<file path="src/shared/pmsal_pkg.sv">
// package of constants and types for the status and alarm latching block
`default_nettype none
package pmsal_pkg;
  // -----------------------------------------------------------------
  // command codes seen by the block
  // -----------------------------------------------------------------
  localparam logic [7:0] PMSAL_CMD_OPERATION   = 8'h01;
  localparam logic [7:0] PMSAL_CMD_ONOFF_CFG   = 8'h02;
  localparam logic [7:0] PMSAL_CMD_CLEAR_FLT   = 8'h03;
  localparam logic [7:0] PMSAL_CMD_CAPABILITY  = 8'h19;
  localparam logic [7:0] PMSAL_CMD_PMBUS_REV   = 8'h98;
  localparam logic [7:0] PMSAL_CMD_STATUS_BYTE = 8'h78;
  localparam logic [7:0] PMSAL_CMD_STATUS_WORD = 8'h79;
  // -----------------------------------------------------------------
  // fixed settings accepted but never read back
  // -----------------------------------------------------------------
  localparam logic [7:0] PMSAL_CAPABILITY_VAL  = 8'h30; // 400 khz, alert
  localparam logic [7:0] PMSAL_PMBUS_REV_VAL   = 8'h22; // revision 1.2
  localparam logic [7:0] PMSAL_ONOFF_CFG_VAL   = 8'h1e; // pin and command
  // -----------------------------------------------------------------
  // operation command field and reset value
  // -----------------------------------------------------------------
  localparam int         PMSAL_OP_ON_BIT       = 7;
  localparam logic [7:0] PMSAL_OP_RESET        = 8'h80;
  // -----------------------------------------------------------------
  // status byte field positions
  // -----------------------------------------------------------------
  localparam int         PMSAL_ST_OFF_BIT      = 6; // live output off
  localparam int         PMSAL_ST_OC_BIT       = 4; // latched overcurrent
  localparam int         PMSAL_ST_SHDN_BIT     = 3; // latched shutdown
  localparam int         PMSAL_ST_CML_BIT      = 1; // latched bus error
  localparam int         PMSAL_ALARM_W         = 3;
  localparam logic [PMSAL_ALARM_W-1:0] PMSAL_ALARM_RESET = 3'h0;
  // -----------------------------------------------------------------
  // block write states
  // -----------------------------------------------------------------
  typedef enum logic [4:0] {
    PMSAL_BW_IDLE  = 5'h01,
    PMSAL_BW_COUNT = 5'h02,
    PMSAL_BW_DATA  = 5'h04,
    PMSAL_BW_PEC   = 5'h08,
    PMSAL_BW_STOP  = 5'h10
  } pmsal_bw_state_t;
endpackage
`default_nettype wire

</file>
<file path="src/shared/pmsal_bw_if.sv">
// interface carrying block write framing events between the two modules
`timescale 1ns/1ns
`default_nettype none
interface pmsal_bw_if;
  logic       start;    // block write begins, command taken
  logic       byte_vld; // one byte received
  logic [7:0] byte_val; // byte value
  logic       pec_ok;   // received pec matched
  logic       stop;     // stop condition seen
  logic       ack;      // acknowledge for this byte
  logic       done;     // framed block write completed
  logic       err;      // framing broke
  modport ctl (input start, byte_vld, byte_val, pec_ok, stop,
               output ack, done, err);
  modport src (output start, byte_vld, byte_val, pec_ok, stop,
               input ack, done, err);
endinterface
`default_nettype wire

</file>
<file path="src/logic/pmsal_status.sv">
// status and alarm latching with clear faults and output enable
//
// Contract
// - fixed capability, revision, config accepted, unreadable
// - output enabled by pin and operation command
// - live off bit follows output state continuously
// - alarm bits latch until clear faults
// - clear faults clears all latched bits
// - persisting fault sets its bit again
`timescale 1ns/1ns
`default_nettype none
module pmsal_status
  import pmsal_pkg::*;
(
  // clock and reset
  input  wire logic       clk_i,
  input  wire logic       rst_n_i,
  // decoded bus transactions
  input  wire logic       wr_i,         // one-cycle write strobe
  input  wire logic [7:0] wr_cmd_i,     // command code
  input  wire logic [7:0] wr_data_i,    // data byte
  input  wire logic       rd_i,         // one-cycle read strobe
  input  wire logic [7:0] rd_cmd_i,     // command code to read
  // block write framing
  input  wire logic       bw_start_i,
  input  wire logic       bw_byte_vld_i,
  input  wire logic [7:0] bw_byte_i,
  input  wire logic       bw_pec_ok_i,
  input  wire logic       bw_stop_i,
  // supply conditions
  input  wire logic       output_control_pin_i, // high enables output
  input  wire logic       output_on_i,          // live output state
  input  wire logic       oc_cond_i,            // overcurrent present
  input  wire logic       shdn_cond_i,          // shutdown present
  // results
  output logic            output_enable_o,
  output logic [7:0]      rd_data_o,
  output logic            rd_nack_o,
  output logic            bw_ack_o,
  output logic            bw_done_o,
  output logic            bw_err_o
);
  // -----------------------------------------------------------------
  // block write tracker
  // -----------------------------------------------------------------
  pmsal_bw_if bw_if ();
  assign bw_if.start    = bw_start_i;
  assign bw_if.byte_vld = bw_byte_vld_i;
  assign bw_if.byte_val = bw_byte_i;
  assign bw_if.pec_ok   = bw_pec_ok_i;
  assign bw_if.stop     = bw_stop_i;
  assign bw_ack_o       = bw_if.ack;
  assign bw_done_o      = bw_if.done;
  assign bw_err_o       = bw_if.err;

  pmsal_block_write u_bw (
    .clk_i   (clk_i),
    .rst_n_i (rst_n_i),
    .bw      (bw_if.ctl)
  );

  // -----------------------------------------------------------------
  // state
  // -----------------------------------------------------------------
  logic [7:0]               op_reg;     // operation command value
  logic [7:0]               next_op_reg;
  logic [PMSAL_ALARM_W-1:0] alarm;      // {cml, shutdown, overcurrent}
  logic [PMSAL_ALARM_W-1:0] next_alarm;
  logic [7:0]               rd_data;
  logic [7:0]               next_rd_data;
  logic                     rd_nack;
  logic                     next_rd_nack;
  logic                     clear;      // clear faults strobe
  logic [PMSAL_ALARM_W-1:0] cond;       // present fault conditions
  logic [7:0]               status_byte;

  assign clear = wr_i && wr_cmd_i == PMSAL_CMD_CLEAR_FLT;
  assign cond  = {bw_if.err, shdn_cond_i, oc_cond_i};

  // output is on only when both the pin and the command allow it
  assign output_enable_o = output_control_pin_i && op_reg[PMSAL_OP_ON_BIT];

  // status byte: off bit is live, the rest latched
  always_comb begin
    status_byte                    = 8'h00;
    status_byte[PMSAL_ST_OFF_BIT]  = !output_on_i;
    status_byte[PMSAL_ST_OC_BIT]   = alarm[0];
    status_byte[PMSAL_ST_SHDN_BIT] = alarm[1];
    status_byte[PMSAL_ST_CML_BIT]  = alarm[2];
  end

  // next values for command, alarms and read answer
  always_comb begin
    next_op_reg  = op_reg;
    next_rd_data = rd_data;
    next_rd_nack = 1'b0;
    // clear drops everything, but a present condition wins over it
    next_alarm   = (clear ? PMSAL_ALARM_RESET : alarm) | cond;
    if (wr_i) begin
      case (wr_cmd_i)
        PMSAL_CMD_OPERATION: next_op_reg = wr_data_i;
        // fixed settings: taken and discarded
        PMSAL_CMD_ONOFF_CFG,
        PMSAL_CMD_CAPABILITY,
        PMSAL_CMD_PMBUS_REV: next_op_reg = op_reg;
        default:             next_op_reg = op_reg;
      endcase
    end
    if (rd_i) begin
      case (rd_cmd_i)
        PMSAL_CMD_OPERATION:   next_rd_data = op_reg;
        PMSAL_CMD_STATUS_BYTE,
        PMSAL_CMD_STATUS_WORD: next_rd_data = status_byte;
        default: begin
          // unreadable fixed settings and unknown codes are refused
          next_rd_data = 8'h00;
          next_rd_nack = 1'b1;
        end
      endcase
    end
  end

  // registers only
  always_ff @(posedge clk_i or negedge rst_n_i) begin
    if (!rst_n_i) begin
      op_reg  <= PMSAL_OP_RESET;
      alarm   <= PMSAL_ALARM_RESET;
      rd_data <= 8'h00;
      rd_nack <= 1'b0;
    end else begin
      op_reg  <= next_op_reg;
      alarm   <= next_alarm;
      rd_data <= next_rd_data;
      rd_nack <= next_rd_nack;
    end
  end

  assign rd_data_o = rd_data;
  assign rd_nack_o = rd_nack;

  // -----------------------------------------------------------------
  // checks
  // -----------------------------------------------------------------
  // a written operation value reaches the enable one edge later
  property p_enable;
    @(posedge clk_i) disable iff (!rst_n_i)
    wr_i && wr_cmd_i == PMSAL_CMD_OPERATION
      |=> output_enable_o == (output_control_pin_i && $past(wr_data_i[PMSAL_OP_ON_BIT]));
  endproperty
  a_enable: assert property (p_enable)
    else $error("output enable not pin and command");

  property p_oc_latch;
    @(posedge clk_i) disable iff (!rst_n_i)
    oc_cond_i ##1 !clear [*2] |-> alarm[0];
  endproperty
  a_oc_latch: assert property (p_oc_latch)
    else $error("overcurrent alarm did not stay latched");

  property p_clear;
    @(posedge clk_i) disable iff (!rst_n_i)
    clear && cond == 3'h0 |=> alarm == PMSAL_ALARM_RESET;
  endproperty
  a_clear: assert property (p_clear)
    else $error("clear faults left a bit set");

  property p_reassert;
    @(posedge clk_i) disable iff (!rst_n_i)
    clear && shdn_cond_i |=> alarm[1];
  endproperty
  a_reassert: assert property (p_reassert)
    else $error("persisting shutdown not set again");

  property p_live;
    @(posedge clk_i) disable iff (!rst_n_i)
    rd_i && rd_cmd_i == PMSAL_CMD_STATUS_BYTE
      |=> rd_data_o[PMSAL_ST_OFF_BIT] == !$past(output_on_i);
  endproperty
  a_live: assert property (p_live)
    else $error("off bit not live");

  property p_unreadable;
    @(posedge clk_i) disable iff (!rst_n_i)
    rd_i && rd_cmd_i == PMSAL_CMD_CAPABILITY |=> rd_nack_o && rd_data_o == 8'h00;
  endproperty
  a_unreadable: assert property (p_unreadable)
    else $error("fixed setting was readable");

  c_clear_persist: cover property (@(posedge clk_i) disable iff (!rst_n_i)
    clear && oc_cond_i);
  c_op_off: cover property (@(posedge clk_i) disable iff (!rst_n_i)
    wr_i && wr_cmd_i == PMSAL_CMD_OPERATION && wr_data_i == 8'h00);
  c_latched_read: cover property (@(posedge clk_i) disable iff (!rst_n_i)
    rd_i && alarm != 3'h0 && cond == 3'h0);
endmodule
`default_nettype wire

</file>
<file path="src/logic/pmsal_block_write.sv">
// block write framing tracker: count, data, pec, acknowledge, stop
`timescale 1ns/1ns
`default_nettype none
module pmsal_block_write
  import pmsal_pkg::*;
(
  // clock and reset
  input  wire logic clk_i,
  input  wire logic rst_n_i,
  // framing events
  pmsal_bw_if.ctl   bw
);
  // -----------------------------------------------------------------
  // state
  // -----------------------------------------------------------------
  pmsal_bw_state_t state;      // framing position
  pmsal_bw_state_t next_state;
  logic [7:0]      remain;     // data bytes still expected
  logic [7:0]      next_remain;

  // next state: count, data and good pec bytes are acked; a bad pec or an extra byte is not
  always_comb begin
    next_state  = state;
    next_remain = remain;
    bw.ack      = 1'b0;
    bw.done     = 1'b0;
    bw.err      = 1'b0;
    case (state)
      PMSAL_BW_IDLE: begin
        if (bw.start) begin
          next_state = PMSAL_BW_COUNT;
        end
      end
      PMSAL_BW_COUNT: begin
        if (bw.byte_vld) begin
          bw.ack      = 1'b1;
          next_remain = bw.byte_val;
          // an empty block goes straight to the check byte
          next_state  = (bw.byte_val == 8'h00) ? PMSAL_BW_PEC : PMSAL_BW_DATA;
        end
      end
      PMSAL_BW_DATA: begin
        if (bw.byte_vld) begin
          bw.ack      = 1'b1;
          next_remain = remain - 8'h01;
          if (remain == 8'h01) begin
            next_state = PMSAL_BW_PEC;
          end
        end
      end
      PMSAL_BW_PEC: begin
        if (bw.byte_vld) begin
          bw.ack     = bw.pec_ok;
          next_state = bw.pec_ok ? PMSAL_BW_STOP : PMSAL_BW_IDLE;
          bw.err     = !bw.pec_ok;
        end
      end
      PMSAL_BW_STOP: begin
        if (bw.stop) begin
          bw.done    = 1'b1;
          next_state = PMSAL_BW_IDLE;
        end else if (bw.byte_vld) begin
          bw.err     = 1'b1; // extra byte after the check byte
          next_state = PMSAL_BW_IDLE;
        end
      end
      default: begin
        next_state = PMSAL_BW_IDLE;
      end
    endcase
    // a stop in mid frame abandons it
    if (bw.stop && state != PMSAL_BW_STOP && state != PMSAL_BW_IDLE) begin
      bw.err     = 1'b1;
      next_state = PMSAL_BW_IDLE;
    end
  end

  // registers only
  always_ff @(posedge clk_i or negedge rst_n_i) begin
    if (!rst_n_i) begin
      state  <= PMSAL_BW_IDLE;
      remain <= 8'h00;
    end else begin
      state  <= next_state;
      remain <= next_remain;
    end
  end

  // -----------------------------------------------------------------
  // checks
  // -----------------------------------------------------------------
  property p_done_after_pec;
    @(posedge clk_i) disable iff (!rst_n_i)
    // the stop wait is only entered right after an acked good check byte
    state == PMSAL_BW_STOP && $past(state) != PMSAL_BW_STOP
      |-> $past(bw.byte_vld && bw.pec_ok && bw.ack);
  endproperty
  a_done_after_pec: assert property (p_done_after_pec)
    else $error("block write done without check byte");
  c_block_done: cover property (@(posedge clk_i) disable iff (!rst_n_i) bw.done);
endmodule
`default_nettype wire

</file>
<file path="config.mk">
export PLATFORM = sky130hd
export DESIGN_NAME = pmsal_status
export DESIGN_NICKNAME = d
export VERILOG_FILES = /design/src/shared/pmsal_pkg.sv /design/src/shared/pmsal_bw_if.sv /design/src/logic/pmsal_status.sv /design/src/logic/pmsal_block_write.sv
export SDC_FILE = /design/constraint.sdc
export NUM_CORES = 1
export LEC_CHECK = 0
export BUFFER_PORTS_ARGS = -buffer_cell sky130_fd_sc_hd__buf_2
export CELL_PAD_IN_SITES_DETAIL_PLACEMENT = 2
export CELL_PAD_IN_SITES_GLOBAL_PLACEMENT = 2
export CORE_MARGIN = 5
export CORE_UTILIZATION = 25
export CTS_CLUSTER_DIAMETER = 80
export DETAILED_ROUTE_END_ITERATION = 10
export PLACE_DENSITY_LB_ADDON = 0.1
export SETUP_SLACK_MARGIN = 0.15
export SYNTH_ARGS = -nofsm -noshare
export SYNTH_HDL_FRONTEND = slang
export SYNTH_SLANG_ARGS = --single-unit
</file>
<file path="constraint.sdc">
create_clock -name clk_i -period 5 [get_ports clk_i]
set_input_delay 0.25 -clock clk_i [delete_from_list [all_inputs] [get_ports clk_i]]
set_output_delay 0.25 -clock clk_i [all_outputs]
set_load 0.005 [all_outputs]
</file>
; ---- After elaboration in Yosys (flattened, before gate mapping)
; Index checks and enable logic that the tools add are counted.
[classes]
n_reduce_logical = 14
n_eq_ne = 21
bitwise = 1
add_sub_neg = 1
mux = 27
[op_table]
columns = op, count
row1 = 5-bit two-way mux, 9
row2 = 8-bit case mux with 2 select lines, 2
row3 = 5-bit case mux with 5 select lines, 1
row4 = 8-bit by 1-bit equality test with 1-bit output (second input constant), 3
row5 = 8-bit by 7-bit equality test with 1-bit output (second input constant), 2
row6 = 8-bit two-way mux, 2
row7 = 3-bit by 2-bit inequality test with 1-bit output (second input constant), 4
row8 = 1-bit two-way mux, 9
row9 = 8-bit by 2-bit equality test with 1-bit output (second input constant), 1
row10 = 8-bit zero test, 1
row11 = 8-bit by 1-bit subtractor with 8-bit output (second input constant), 1
row12 = 6-bit AND reduction, 1
row13 = 5-bit by 1-bit equality test with 1-bit output (second input constant), 1
row14 = 5-bit by 2-bit equality test with 1-bit output (second input constant), 1
row15 = 5-bit by 3-bit equality test with 1-bit output (second input constant), 1
row16 = 5-bit by 4-bit equality test with 1-bit output (second input constant), 1
row17 = 5-bit equality test (second input constant), 1
row18 = 5-bit by 1-bit inequality test with 1-bit output (second input constant), 1
row19 = 5-bit inequality test (second input constant), 1
row20 = 1-bit logical AND, 4
row21 = 4-bit two-way mux, 1
row22 = 2-bit inequality test (second input constant), 2
row23 = 4-bit by 3-bit inequality test with 1-bit output (second input constant), 1
row24 = 1-bit case mux with 2 select lines, 2
row25 = other kinds (9), 11
[totals]
wordCells = 70
register_bits = 33
out_inout_bits = 13

; ---- Longest topological paths before layout
; Gate-level depths: netlist (run 1).
[depth]
depth_word = 5
mapped_depth = 6
ltp_nobuf = 6

; ---- Hierarchy
; A second synthesis (run 1) with hierarchy kept.
[hier_totals]
cells_unflattened = 173
area_unflattened_um2 = 1829.3
[by_module_without_submodules]
columns = mod, n_inst, area_each_um2, cells_each
row1 = pmsal_block_write, 1, 988.4, 115
row2 = pmsal_status, 1, 840.8, 58

; ---- Worst setup path before layout (run 1)
; OpenSTA, ideal clock, no wires.
[synth_timing]
path_type = register to register
start = register u_bw.state[1]
end = register u_bw.remain[7]
path_stages_with_launch = 7
t_arrival_ns = 1.462
synth_period_minus_slack_ns = 1.583
path_slack_ns = 3.417
setup_ns = 0.121
path_cell_list = dfrtp_1 buf_4 nor4_4 and2_1 buf_6 a41oi_2 o22a_1
[synth_between]
elab_chain_len = 3
elab_cells_between_ends = 7
cone_classes = 4 x eq/ne / 1 x mux / 2 x reduce/logical
[synth_lines]
columns = item, line
row1 = from (decl), pmsal_block_write.sv:16  ; pmsal_bw_state_t state;
row2 = from (signal assigned), pmsal_block_write.sv:84  ; state <= next_state;
row3 = 5-bit by 3-bit equality test with 1-bit output / 5-bit by 2-bit equality test with 1-bit output (equally long branches), pmsal_block_write.sv:28  ; case (state)
row4 = 2-bit inequality test (no source line) / 2-bit nonzero test (equally long branches), n/a
row5 = 3-bit AND reduction (no source line), n/a
row6 = to (signal assigned), pmsal_block_write.sv:85  ; remain <= next_remain;
row7 = to (decl), pmsal_block_write.sv:18  ; logic [7:0] remain;
; Parallel ways exist; a longest one is shown, timed or not.
; A chain may end at the register's enable or synchronous reset.

; ---- Final worst setup path (run 1)
[layout_timing]
start = register u_bw.state[3]
end = output port bw_err_o
[layout_between]
elab_chain_len = 4
elab_cells_between_ends = 8
cone_classes = 4 x eq/ne / 2 x mux / 2 x reduce/logical
[layout_lines]
columns = item, line
row1 = branches (longest 3 deep; another with 5-bit equality test), n/a
row2 = 1-bit two-way mux (*), pmsal_block_write.sv:72  ; if (bw.stop && state != PMSAL_BW_STOP && state != PMSAL_BW_IDLE) begin
row3 = to (decl), pmsal_status.sv:41  ; output logic bw_err_o
; Every way passes the cells marked *.

==> results of run 1 <==
## worst reg2reg max path: cells and delay by family, from the launching register on
family          cells  cell delay (ns)
xor+xnor            1             0.23
compound gates      2             0.47
flops               1             0.63
simple gates        1             0.66
## worst paths after layout
| kind | from | to | slack, ns | cells after the start |
|---|---|---|---|---|
| max in group asynchronous | rst_n_i | u_bw.remain[0]$_DFFE_PN0P_ | 4.46 | 1 |
| max reg2reg | u_bw.state[2]$_DFFE_PN0P_ | u_bw.remain[6]$_DFFE_PN0P_ | 2.89 | 4 |
| min | rst_n_i | u_bw.state[4]$_DFFE_PN0P_ | 0.04 | 1 |
| max | u_bw.state[3]$_DFFE_PN0P_ | bw_err_o | 2.70 | 5 |
| min reg2reg | alarm[0]$_DFF_PN0_ | alarm[0]$_DFF_PN0_ | 0.49 | 1 |
| min in group clk_i | oc_cond_i | alarm[0]$_DFF_PN0_ | 0.15 | 2 |
## cell usage in the layout, fill, tap and decap left out, types with 3 or more instances in the layout
cell type | synthesis | layout
sky130_fd_sc_hd__o22ai_1 | 4 | 4
sky130_fd_sc_hd__mux2_2 | 8 | 8
sky130_fd_sc_hd__nor3_1 | 7 | 7
sky130_fd_sc_hd__nor2_1 | 13 | 13
sky130_fd_sc_hd__a21o_1 | 3 | 3
sky130_fd_sc_hd__nand3_1 | 11 | 11
sky130_fd_sc_hd__a22o_1 | 3 | 3
sky130_fd_sc_hd__a22oi_1 | 7 | 7
sky130_fd_sc_hd__o211ai_1 | 4 | 4
sky130_fd_sc_hd__nor4_1 | 3 | 3
sky130_fd_sc_hd__nand2_1 | 6 | 6
sky130_fd_sc_hd__a21oi_1 | 8 | 8
sky130_fd_sc_hd__o21ai_0 | 14 | 14
sky130_fd_sc_hd__nor3b_1 | 6 | 6
sky130_fd_sc_hd__nand2b_1 | 3 | 3
sky130_fd_sc_hd__clkbuf_8 | 0 | 5
sky130_fd_sc_hd__dfrtp_1 | 31 | 31
sky130_fd_sc_hd__and2_1 | 3 | 3
sky130_fd_sc_hd__buf_2 | 3 | 56
sky130_fd_sc_hd__inv_1 | 12 | 12
## per-stage QoR
| step | utilization, % | cell area (sq um) | power [mW] | hold WS [ns] |
|---|---|---|---|---|
| detailed placement | 30.30 | 2210 | 0.6030 | 0.3928 |
| global placement | 30.30 | 2210 | 0.6009 | 0.3862 |
| CTS | 31.43 | 2292 | 0.8127 | 0.07567 |
| floorplan | - | 1877 | 0.5279 | -0.04559 |
| global route | 31.43 | 2292 | 0.8578 | 0.1083 |
| finish | 31.43 | 2292 | 0.7953 | 0.03823 |
## area by class of cell
| class | count | area, sq um | area share [%] |
|---|---|---|---|
| inverter | 12 | 45.04 | 1.965 |
| sequential | 33 | 828.3 | 36.14 |
| multi-input combinational | 136 | 932.1 | 40.67 |
| timing repair buffer | 56 | 280.3 | 12.23 |
| clock buffer | 6 | 72.57 | 3.166 |
| clock inverter | 2 | 10.01 | 0.4367 |
| tap | 99 | 123.9 | 5.404 |
## routing by layer
metal	global-route usage [%]	up-vias
met3	3.957	5
met2	21.23	45
met4	3.888	0
met5	0	-
met1	16.07	873
li1	-	815
## kinds of logic after synthesis
logic type	Yosys count	share of synthesized area, %
muxes	8	4.800
DFF	33	44.13
adders and majority gates	2	1.333
and+or+nand+nor	69	22.67
buffers and inverters	23	6.199
xor gates and xnor gates	3	1.400
AOI/OAI and AO/OA	54	19.47
## power by group
group | internal (mW) | leakage [nW] | total (mW) | switching (mW)
registers | 0.315 | 0.409 | 0.381 | 0.0659
clock network | 0.0966 | 0.0450 | 0.202 | 0.106
logic | 0.0979 | 0.567 | 0.212 | 0.114
total | 0.510 | 1.02 | 0.795 | 0.286
==> reports/summary.md, run 1 <==
The run finished with clean final reports. Most frequent cell on the critical path: sky130_fd_sc_hd__nor3b_1. The global-route wire length before repair is 9846 um, and the initial antenna violation count is 0.

In the detailed route, the total length drawn on met3 is 278 um. The minimum period implied by the final worst setup slack came out at 2.304 ns. The cell count after synthesis came out at 192. For the maximum operating frequency, the log shows 434.0 MHz. Ranked by instance count, the synthesized netlist is headed by 31 x sky130_fd_sc_hd__dfrtp_1, 14 x sky130_fd_sc_hd__o21ai_0, 13 x sky130_fd_sc_hd__nor2_1. Ranked by total cell area, the synthesized netlist is headed by sky130_fd_sc_hd__dfrtp_1 41%, sky130_fd_sc_hd__mux2_2 4.8%, sky130_fd_sc_hd__o21ai_0 3.7%, sky130_fd_sc_hd__nand3_1 2.9%, sky130_fd_sc_hd__a22oi_1 2.8%. For this run, the number of Yosys warnings is 0.

In this run, synthesis produced a sequential element count of 33. Between clock sinks in the finished design, the worst skew comes to 0.007430 ns. Maximum number of pins on one net before global-route repair: 34.

Grouping stages by cell kind, the critical path spends the most delay in simple AND/OR/NAND/NOR gates. The tools report the count of antenna-violating nets left after detailed routing as 0. The tools report the starting utilization of the core area as 25.74%. The path class of the tightest hold or removal check is input port to asynchronous set/reset pin.

For this block, the routed nets add up to 5818 um of wire. For this run, the slowest stage of the critical path takes 0.60 ns. In the synthesized netlist the dominant register cell turns out to be sky130_fd_sc_hd__dfrtp_1. The tools report the slack of the critical path as 2.696 ns.

Remaining routing DRC violations: 0. The run gives 31 as the row count. After layout, the worst path uses 46.09% of the clock period.

In the final routed layout, each cell accounts on average for 16.91 um. The worst-path maximum fanout is 10, and the pin slew with the least headroom to its limit is 0.9603 ns. At the worst endpoint, the arrival time is 2.05 ns. Kind of start point of the critical path: a flip-flop. Setup repair after global routing left no endpoint under its margin. The setup path with the least slack is of type flip-flop to output pin. Max-slew violation count: 0.

The number of fill cells in the layout is 873. The run gives 2732 um as the total routed wire length on the met1 layer. The logs give 4514 um for the placed wire-length estimate and 1.021 nW for the cell leakage power. Final layout net count: 290. The number of different library cells used by synthesis comes to 46. No sink is reached through more buffers than the 2 on the longest clock path. The non-filler instance count after layout was 344; the number of buffers inserted by post-CTS setup repair was 0. The tools report the setup violation total in the final timing report as 0. After the first detailed-routing iteration, the DRC count stood at 34.

The number of clock buffers added by TritonCTS is 5. Hold repair after CTS inserted 0 buffers. Dividing the synthesized area by the synthesized cell count gives 9.775 sq um. The first TritonRoute pass finished after 4 iterations. The data required time at the worst endpoint is 4.75 ns, and the power density normalized to cell area is 347.0 nW/um^2. Max-cap violations in this run came to 0. The worst setup path is captured at an output pin. In this run the tool buffered the top-level ports with 56 buffer cells. sky130_fd_sc_hd__dfrtp_1 is the most common cell in the netlist.

The tools report the number of antenna cells inserted as 0. The highest routing layer actually used is met4. The floorplan die width came out at 96.65 um. Total buffers and inverters traversed by the critical path: 1. The area growth from synthesis to layout was 22.13%; the post-cts repair resize count was 0. The logs give 44.13% for the post-synthesis sequential area ratio and 0 for the number of hold-slack violations in the final timing report. The sum of negative setup slack was 0 ns. The tightest slew margin relative to the limit is 35.39%, and the sum of overflow across all layers after global routing is 0.

When the netlist entered floorplanning its net count stood at 238. The number of placed instances, taps included, is 336. The clock tree synthesis step divided the H-tree into 2 levels. The height of the die works out to 96.65 um.

After detailed routing, the number of vias per cell comes to 5.052. Number of global-route vias before repair: 1912. The cell accounting for the most synthesized area was sky130_fd_sc_hd__dfrtp_1. Summed over its instances, the top area cell type makes up 41.33% of the synthesized netlist area. For the combined global-route utilization of all metal layers, the log shows 12.86%.

After clock tree synthesis, the clock-pin slew on the worst setup and hold paths is 0.08 ns. Full die area: 9340 sq um. For the detailed-routed wire length on met2, the log shows 2737 um. 57 I/O pins were placed. Number of synthesized flops with an enable pin: 0. The tree built by TritonCTS fans out to 33 sinks. The worst slack after detailed placement came out at 2.925 ns. The fraction of layout instances using a drive strength above 1 is 32.65%, and the routability congestion estimate from global placement is 0.7508. The signal on the critical path passes through nor3b_1 > nor3b_1 > nand2b_1 > a21o_1 > buf_2. The clock reaches the later pin of the worst-skew pair after 0.29 ns. After synthesis the cells add up to 1877 sq um. TritonCTS built the clock tree.

The logs give 7292 sq um for the core area and 1738 for the number of vias after detailed routing. The run gives 0.0001086 V as the maximum vdd ir drop. The tree is rooted in a sky130_fd_sc_hd__clkbuf_8. Counting flops with an async set or reset pin after synthesis yields a share of 100.0%. The slowest stage of the critical path is the sky130_fd_sc_hd__dfrtp_1 cell.
Note: power is estimated with default switching activity, not from simulation.
==> inputs of run 2 (changes only) <==
--- a/config.mk
+++ b/config.mk
@@ -5,6 +5,7 @@
 export SDC_FILE = /design/constraint.sdc
 export NUM_CORES = 1
 export LEC_CHECK = 0
+export ABC_AREA = 1
 export BUFFER_PORTS_ARGS = -buffer_cell sky130_fd_sc_hd__buf_2
 export CELL_PAD_IN_SITES_DETAIL_PLACEMENT = 2
 export CELL_PAD_IN_SITES_GLOBAL_PLACEMENT = 2
==> constraint.sdc (replaced) <==
create_clock -name clk_i -period 2.07 [get_ports clk_i]
set_input_delay 0.1035 -clock clk_i [delete_from_list [all_inputs] [get_ports clk_i]]
set_output_delay 0.1035 -clock clk_i [all_outputs]
set_load 0.005 [all_outputs]
==> run 2 against run 1 <==
Worst hold slack worse by 0.0084 ns; die area grew 5.8%; count of clock-buffer cells in the layout did not move; design area increased by 8.9%; cell count up 26%; global-route usage grew 0.39 points; sequential power rose by 130%; via count is 12% higher; routed wire length rose by 5.3%; first-iteration DRC count down 47%; critical endpoint unchanged; largest cell class unchanged; largest power group unchanged; highest routed layer unchanged.
==> reports/summary.md, run 2 <==
The flow ran to the end, and the final reports show no timing, DRC or antenna violations. For the slack of the critical path, the log shows 0.3110 ns (-2.385 ns). Fraction of layout instances using a drive strength above 1: 26.73% (-5.9 points). The number of fill cells in the layout is 987 (+13%), and the synthesized area divided by synthesized cell count is 7.351 sq um (-25%).

The maximum operating frequency was 568.5 MHz; the height of the die was 99.43 um (+2.9%). The global-route wire length before repair was 10560 um (+7.2%); the data required time at the worst endpoint was 1.97 ns (-2.78 ns). The number of violations of the max-capacitance limit is 0 (unchanged).

For this run, the leading register cell type out of synthesis is sky130_fd_sc_hd__dfrtp_1. The logs give 48.88% (+13 points) for the tightest slew margin relative to the limit and 41.43% (-2.7 points) for the post-synthesis sequential area ratio. The overall routed net length was 6125 um (+5.3%); the adder-cell share of the synthesized area was 1.252% (-0.082 points).

Counting instances in the post-synthesis netlist gives the leading cell types as 61 x sky130_fd_sc_hd__nand2_1, 48 x sky130_fd_sc_hd__nor2_1, 38 x sky130_fd_sc_hd__inv_1. The clock buffer count from CTS is 5 (unchanged), and the max-slew violation count is 0 (unchanged). The classification of the worst setup path was flip-flop to output pin. The clock-pin transition on the worst setup and hold timing paths is 0.06 ns (-0.02 ns), and the clock latency on the worst-skew pair is 0.29 ns (about the same). TritonCTS built the clock tree. The tools report the maximum vdd ir drop as 0.0003216 V (+200%). The power density normalized to cell area is 929.3 nW/um^2 (+170%). The sum of overflow across all layers after global routing was 0 (unchanged); the full die area was 9886 sq um (+5.8%).

Sorting the synthesized cells by area gives the leading types as sky130_fd_sc_hd__dfrtp_1 39%, sky130_fd_sc_hd__nand2_1 11%, sky130_fd_sc_hd__nor2_1 9.0%, sky130_fd_sc_hd__inv_1 7.1%, sky130_fd_sc_hd__nand3_1 4.8%. The count of cell types in the netlist came out at 34 (-26%). For the number of warning messages in the yosys log, the log shows 0 (unchanged). In this run the worst setup path begins at u_bw.state[3]$_DFFE_PN0P_.

The endpoint identified for the worst register-to-register timing path is u_bw.state[2]$_DFFE_PN0P_. The most common cell in the synthesized netlist is sky130_fd_sc_hd__nand2_1. The multiplexer share of the synthesized area was 0% (-4.8 points); the worst slack after detailed placement was 0.4766 ns (-2.448 ns). The logs give 0 (unchanged) for the count of antenna-violating nets left after detailed routing and 0.8095 (+7.8%) for the routability congestion estimate from global placement. The run gives 1999 sq um (+6.5%) as the synthesized cell area. The worst-path maximum fanout was 5 (-5). The initial antenna violation count is 0 (unchanged).

The number of synthesized flops with an enable pin was 0 (unchanged). The post-synthesis compound-gate area fraction is 12.33% (-7.1 points). The logs give 33 (unchanged) for the number of sinks driven by the clock tree and 57 (unchanged) for the I/O pin count. The routed wirelength normalized by instance count was 14.08 um (-17%). The run gives 25.74% (about the same) as the starting utilization of the core area. The cell leakage power is 1.346 nW (+32%). The number of hold-slack violations in the final timing report is 0 (unchanged). The minimum setup slack among reg-to-reg paths was 0.46 ns (-2.43 ns). In this run the critical register-to-register path is launched from u_bw.state[1]$_DFFE_PN0P_. The depth of the most critical reg-to-reg path is 8 (+4). The combined global-route utilization of all metal layers was 13.25% (+0.39 points).

The pin slew with the least headroom to its limit is 0.7668 ns (-0.1934 ns), and the minimum period implied by the final worst setup slack is 1.759 ns. The run gives 2 (unchanged) as the H-tree level count. The maximum number of pins on one net before global-route repair is 34 (unchanged). The floorplan die width works out to 99.43 um (+2.9%).

By area, the combinational part of the netlist is dominated by simple AND/OR/NAND/NOR gates. The maximum clock skew at final layout was 0.01091 ns (+0.003475 ns). The number of synthesized register bits came out at 33 (unchanged). The maximum clock path buffer count was 2 (unchanged). The worst path uses 84.97% of the clock period. Leaving out fill and tap cells, the most frequent cell in the layout is sky130_fd_sc_hd__nand2_1. The number of vias after detailed routing was 1955 (+12%); the post-synthesis net count was 318 (+34%).

STA classifies the critical path endpoint as an output pin. Number of vias per cell: 4.494 (-11%). Cell count after synthesis: 272 (+42%). The setup violation total in the final timing report was 0 (unchanged). The tree is rooted in a sky130_fd_sc_hd__clkbuf_8. The core area is 7767 sq um (+6.5%). The end point of the critical path was bw_err_o.

The top cell type's share of synthesized area works out to 38.80% (-2.5 points). For the placed wire-length estimate, the log shows 5014 um (+11%). Cell accounting for the most synthesized area: sky130_fd_sc_hd__dfrtp_1. The area growth from synthesis to layout is 24.84%. The worst slack on hold paths was 0.02988 ns (-0.008358 ns); the share of async-settable or async-resettable flops after synthesis was 100.0% (unchanged). The remaining routing DRC violations is 0 (unchanged), and the detailed-routing iteration count for the pre-antenna-repair pass is 4 (unchanged).

Area share of and/or/nand/nor cells after synthesis: 34.73% (+12 points). The number of violations reported at the end of detailed-routing iteration 0 came out at 18 (-47%). Setup repair after global routing left no endpoint under its margin. Class of the worst hold path: input port to flip-flop. The number of port buffers works out to 56 (unchanged). Share of the core filled with cells in the final layout: 32.14% (+0.70 points). Leaving out fill and tap cells, the most frequent cells in the layout are 61 x sky130_fd_sc_hd__nand2_1, 56 x sky130_fd_sc_hd__buf_2, 48 x sky130_fd_sc_hd__nor2_1. The tools report the number of global-route vias before repair as 2179 (+14%).

The worst setup path is launched from a flip-flop. The sum of negative setup slack was 0 ns (unchanged); the worst endpoint data arrival time was 1.66 ns (-0.39 ns). The row count is 32 (+3.2%), and the xor/xnor cell area share of the yosys netlist is 0% (-1.4 points). The logs give 0 (unchanged) for the number of antenna cells inserted and 378 (+30%) for the final layout net count.
run 2: cell types whose count changed after synthesis, sizes merged, moves of 4 or more:
cell and delta:
nand2 +59, nor2 +38, inv +28, nand3 +12
o21ai +10, mux2 -8, a22oi -7, nor3b -6
nor4 -6, buf -5, nor3 -4, o22ai -4
run 2: logic make-up after synthesis:
group,Yosys count
flops,33
fa+ha+maj,2
buf+inv,45
simple gates,150
compound gates,42
run 2: area by class of cell:
cell class                      count  area (sq um)  area share, %
Inverter                           41         158.9          6.366
Clock buffer                        6         82.58          3.308
Clock inverter                      2         37.54          1.504
Multi-Input combinational cell    194         970.9          38.90
Tap cell                          102         127.6          5.113
Timing Repair Buffer               57         290.3          11.63
Sequential cell                    33         828.3          33.18
run 2: routing by layer:
metal  part of all wire (%)  track usage (%)  wire length (um)
met5                      0                0                 0
met4                    1.2            4.202                72
met3                    3.1            2.244               187
met2                     50            22.88              3041
met1                     46            16.80              2823
run 2: power by group:
part / switching [mW] / total, mW / internal (mW)
sequential: 0.103 / 0.873 / 0.770
combinational: 0.523 / 0.796 / 0.273
clock: 0.259 / 0.651 / 0.392
run 2: worst min path at each step:
stage                 from                    end  slack (ns)  cells after the start
2_1_floorplan      rst_n_i     alarm[0]$_DFF_PN0_       -0.19                      0
3_3_place_gp       rst_n_i  op_reg[5]$_DFFE_PN0P_        0.24                      1
3_5_place_dp       rst_n_i  op_reg[5]$_DFFE_PN0P_        0.24                      1
4_1_cts          oc_cond_i     alarm[0]$_DFF_PN0_        0.02                      2
5_1_grt        shdn_cond_i     alarm[1]$_DFF_PN0_        0.04                      2
6_report         oc_cond_i     alarm[0]$_DFF_PN0_        0.03                      2
run 2: metrics by stage:
stage | cell area (sq um) | std cells | total power [mW]
2_1_floorplan | 1999 | 272 | 1.447
3_3_place_gp | 2361 | 426 | 1.677
3_5_place_dp | 2361 | 426 | 1.698
4_1_cts | 2491 | 435 | 2.368
5_1_grt | 2496 | 435 | 2.534
6_report | 2496 | 435 | 2.320
run 2: worst max-delay path, cell delays in order, from the launching register on:
cell and delay, ns:
sky130_fd_sc_hd__dfrtp_1 0.43, sky130_fd_sc_hd__inv_1 0.06, sky130_fd_sc_hd__nor2_1 0.16, sky130_fd_sc_hd__nand3_2 0.18
sky130_fd_sc_hd__inv_1 0.11, sky130_fd_sc_hd__nand2_1 0.07, sky130_fd_sc_hd__o21ai_0 0.08, sky130_fd_sc_hd__nand2_1 0.09
sky130_fd_sc_hd__nand2_1 0.08, sky130_fd_sc_hd__buf_2 0.12
run 2: repair_timing:
item                                   4_1_cts  5_1_grt
gates resized for setup                      0        1
setup endpoints to repair                    0        1
setup buffers                                0        0
endpoints found under the hold margin       31        0
hold buffers                                 1        0
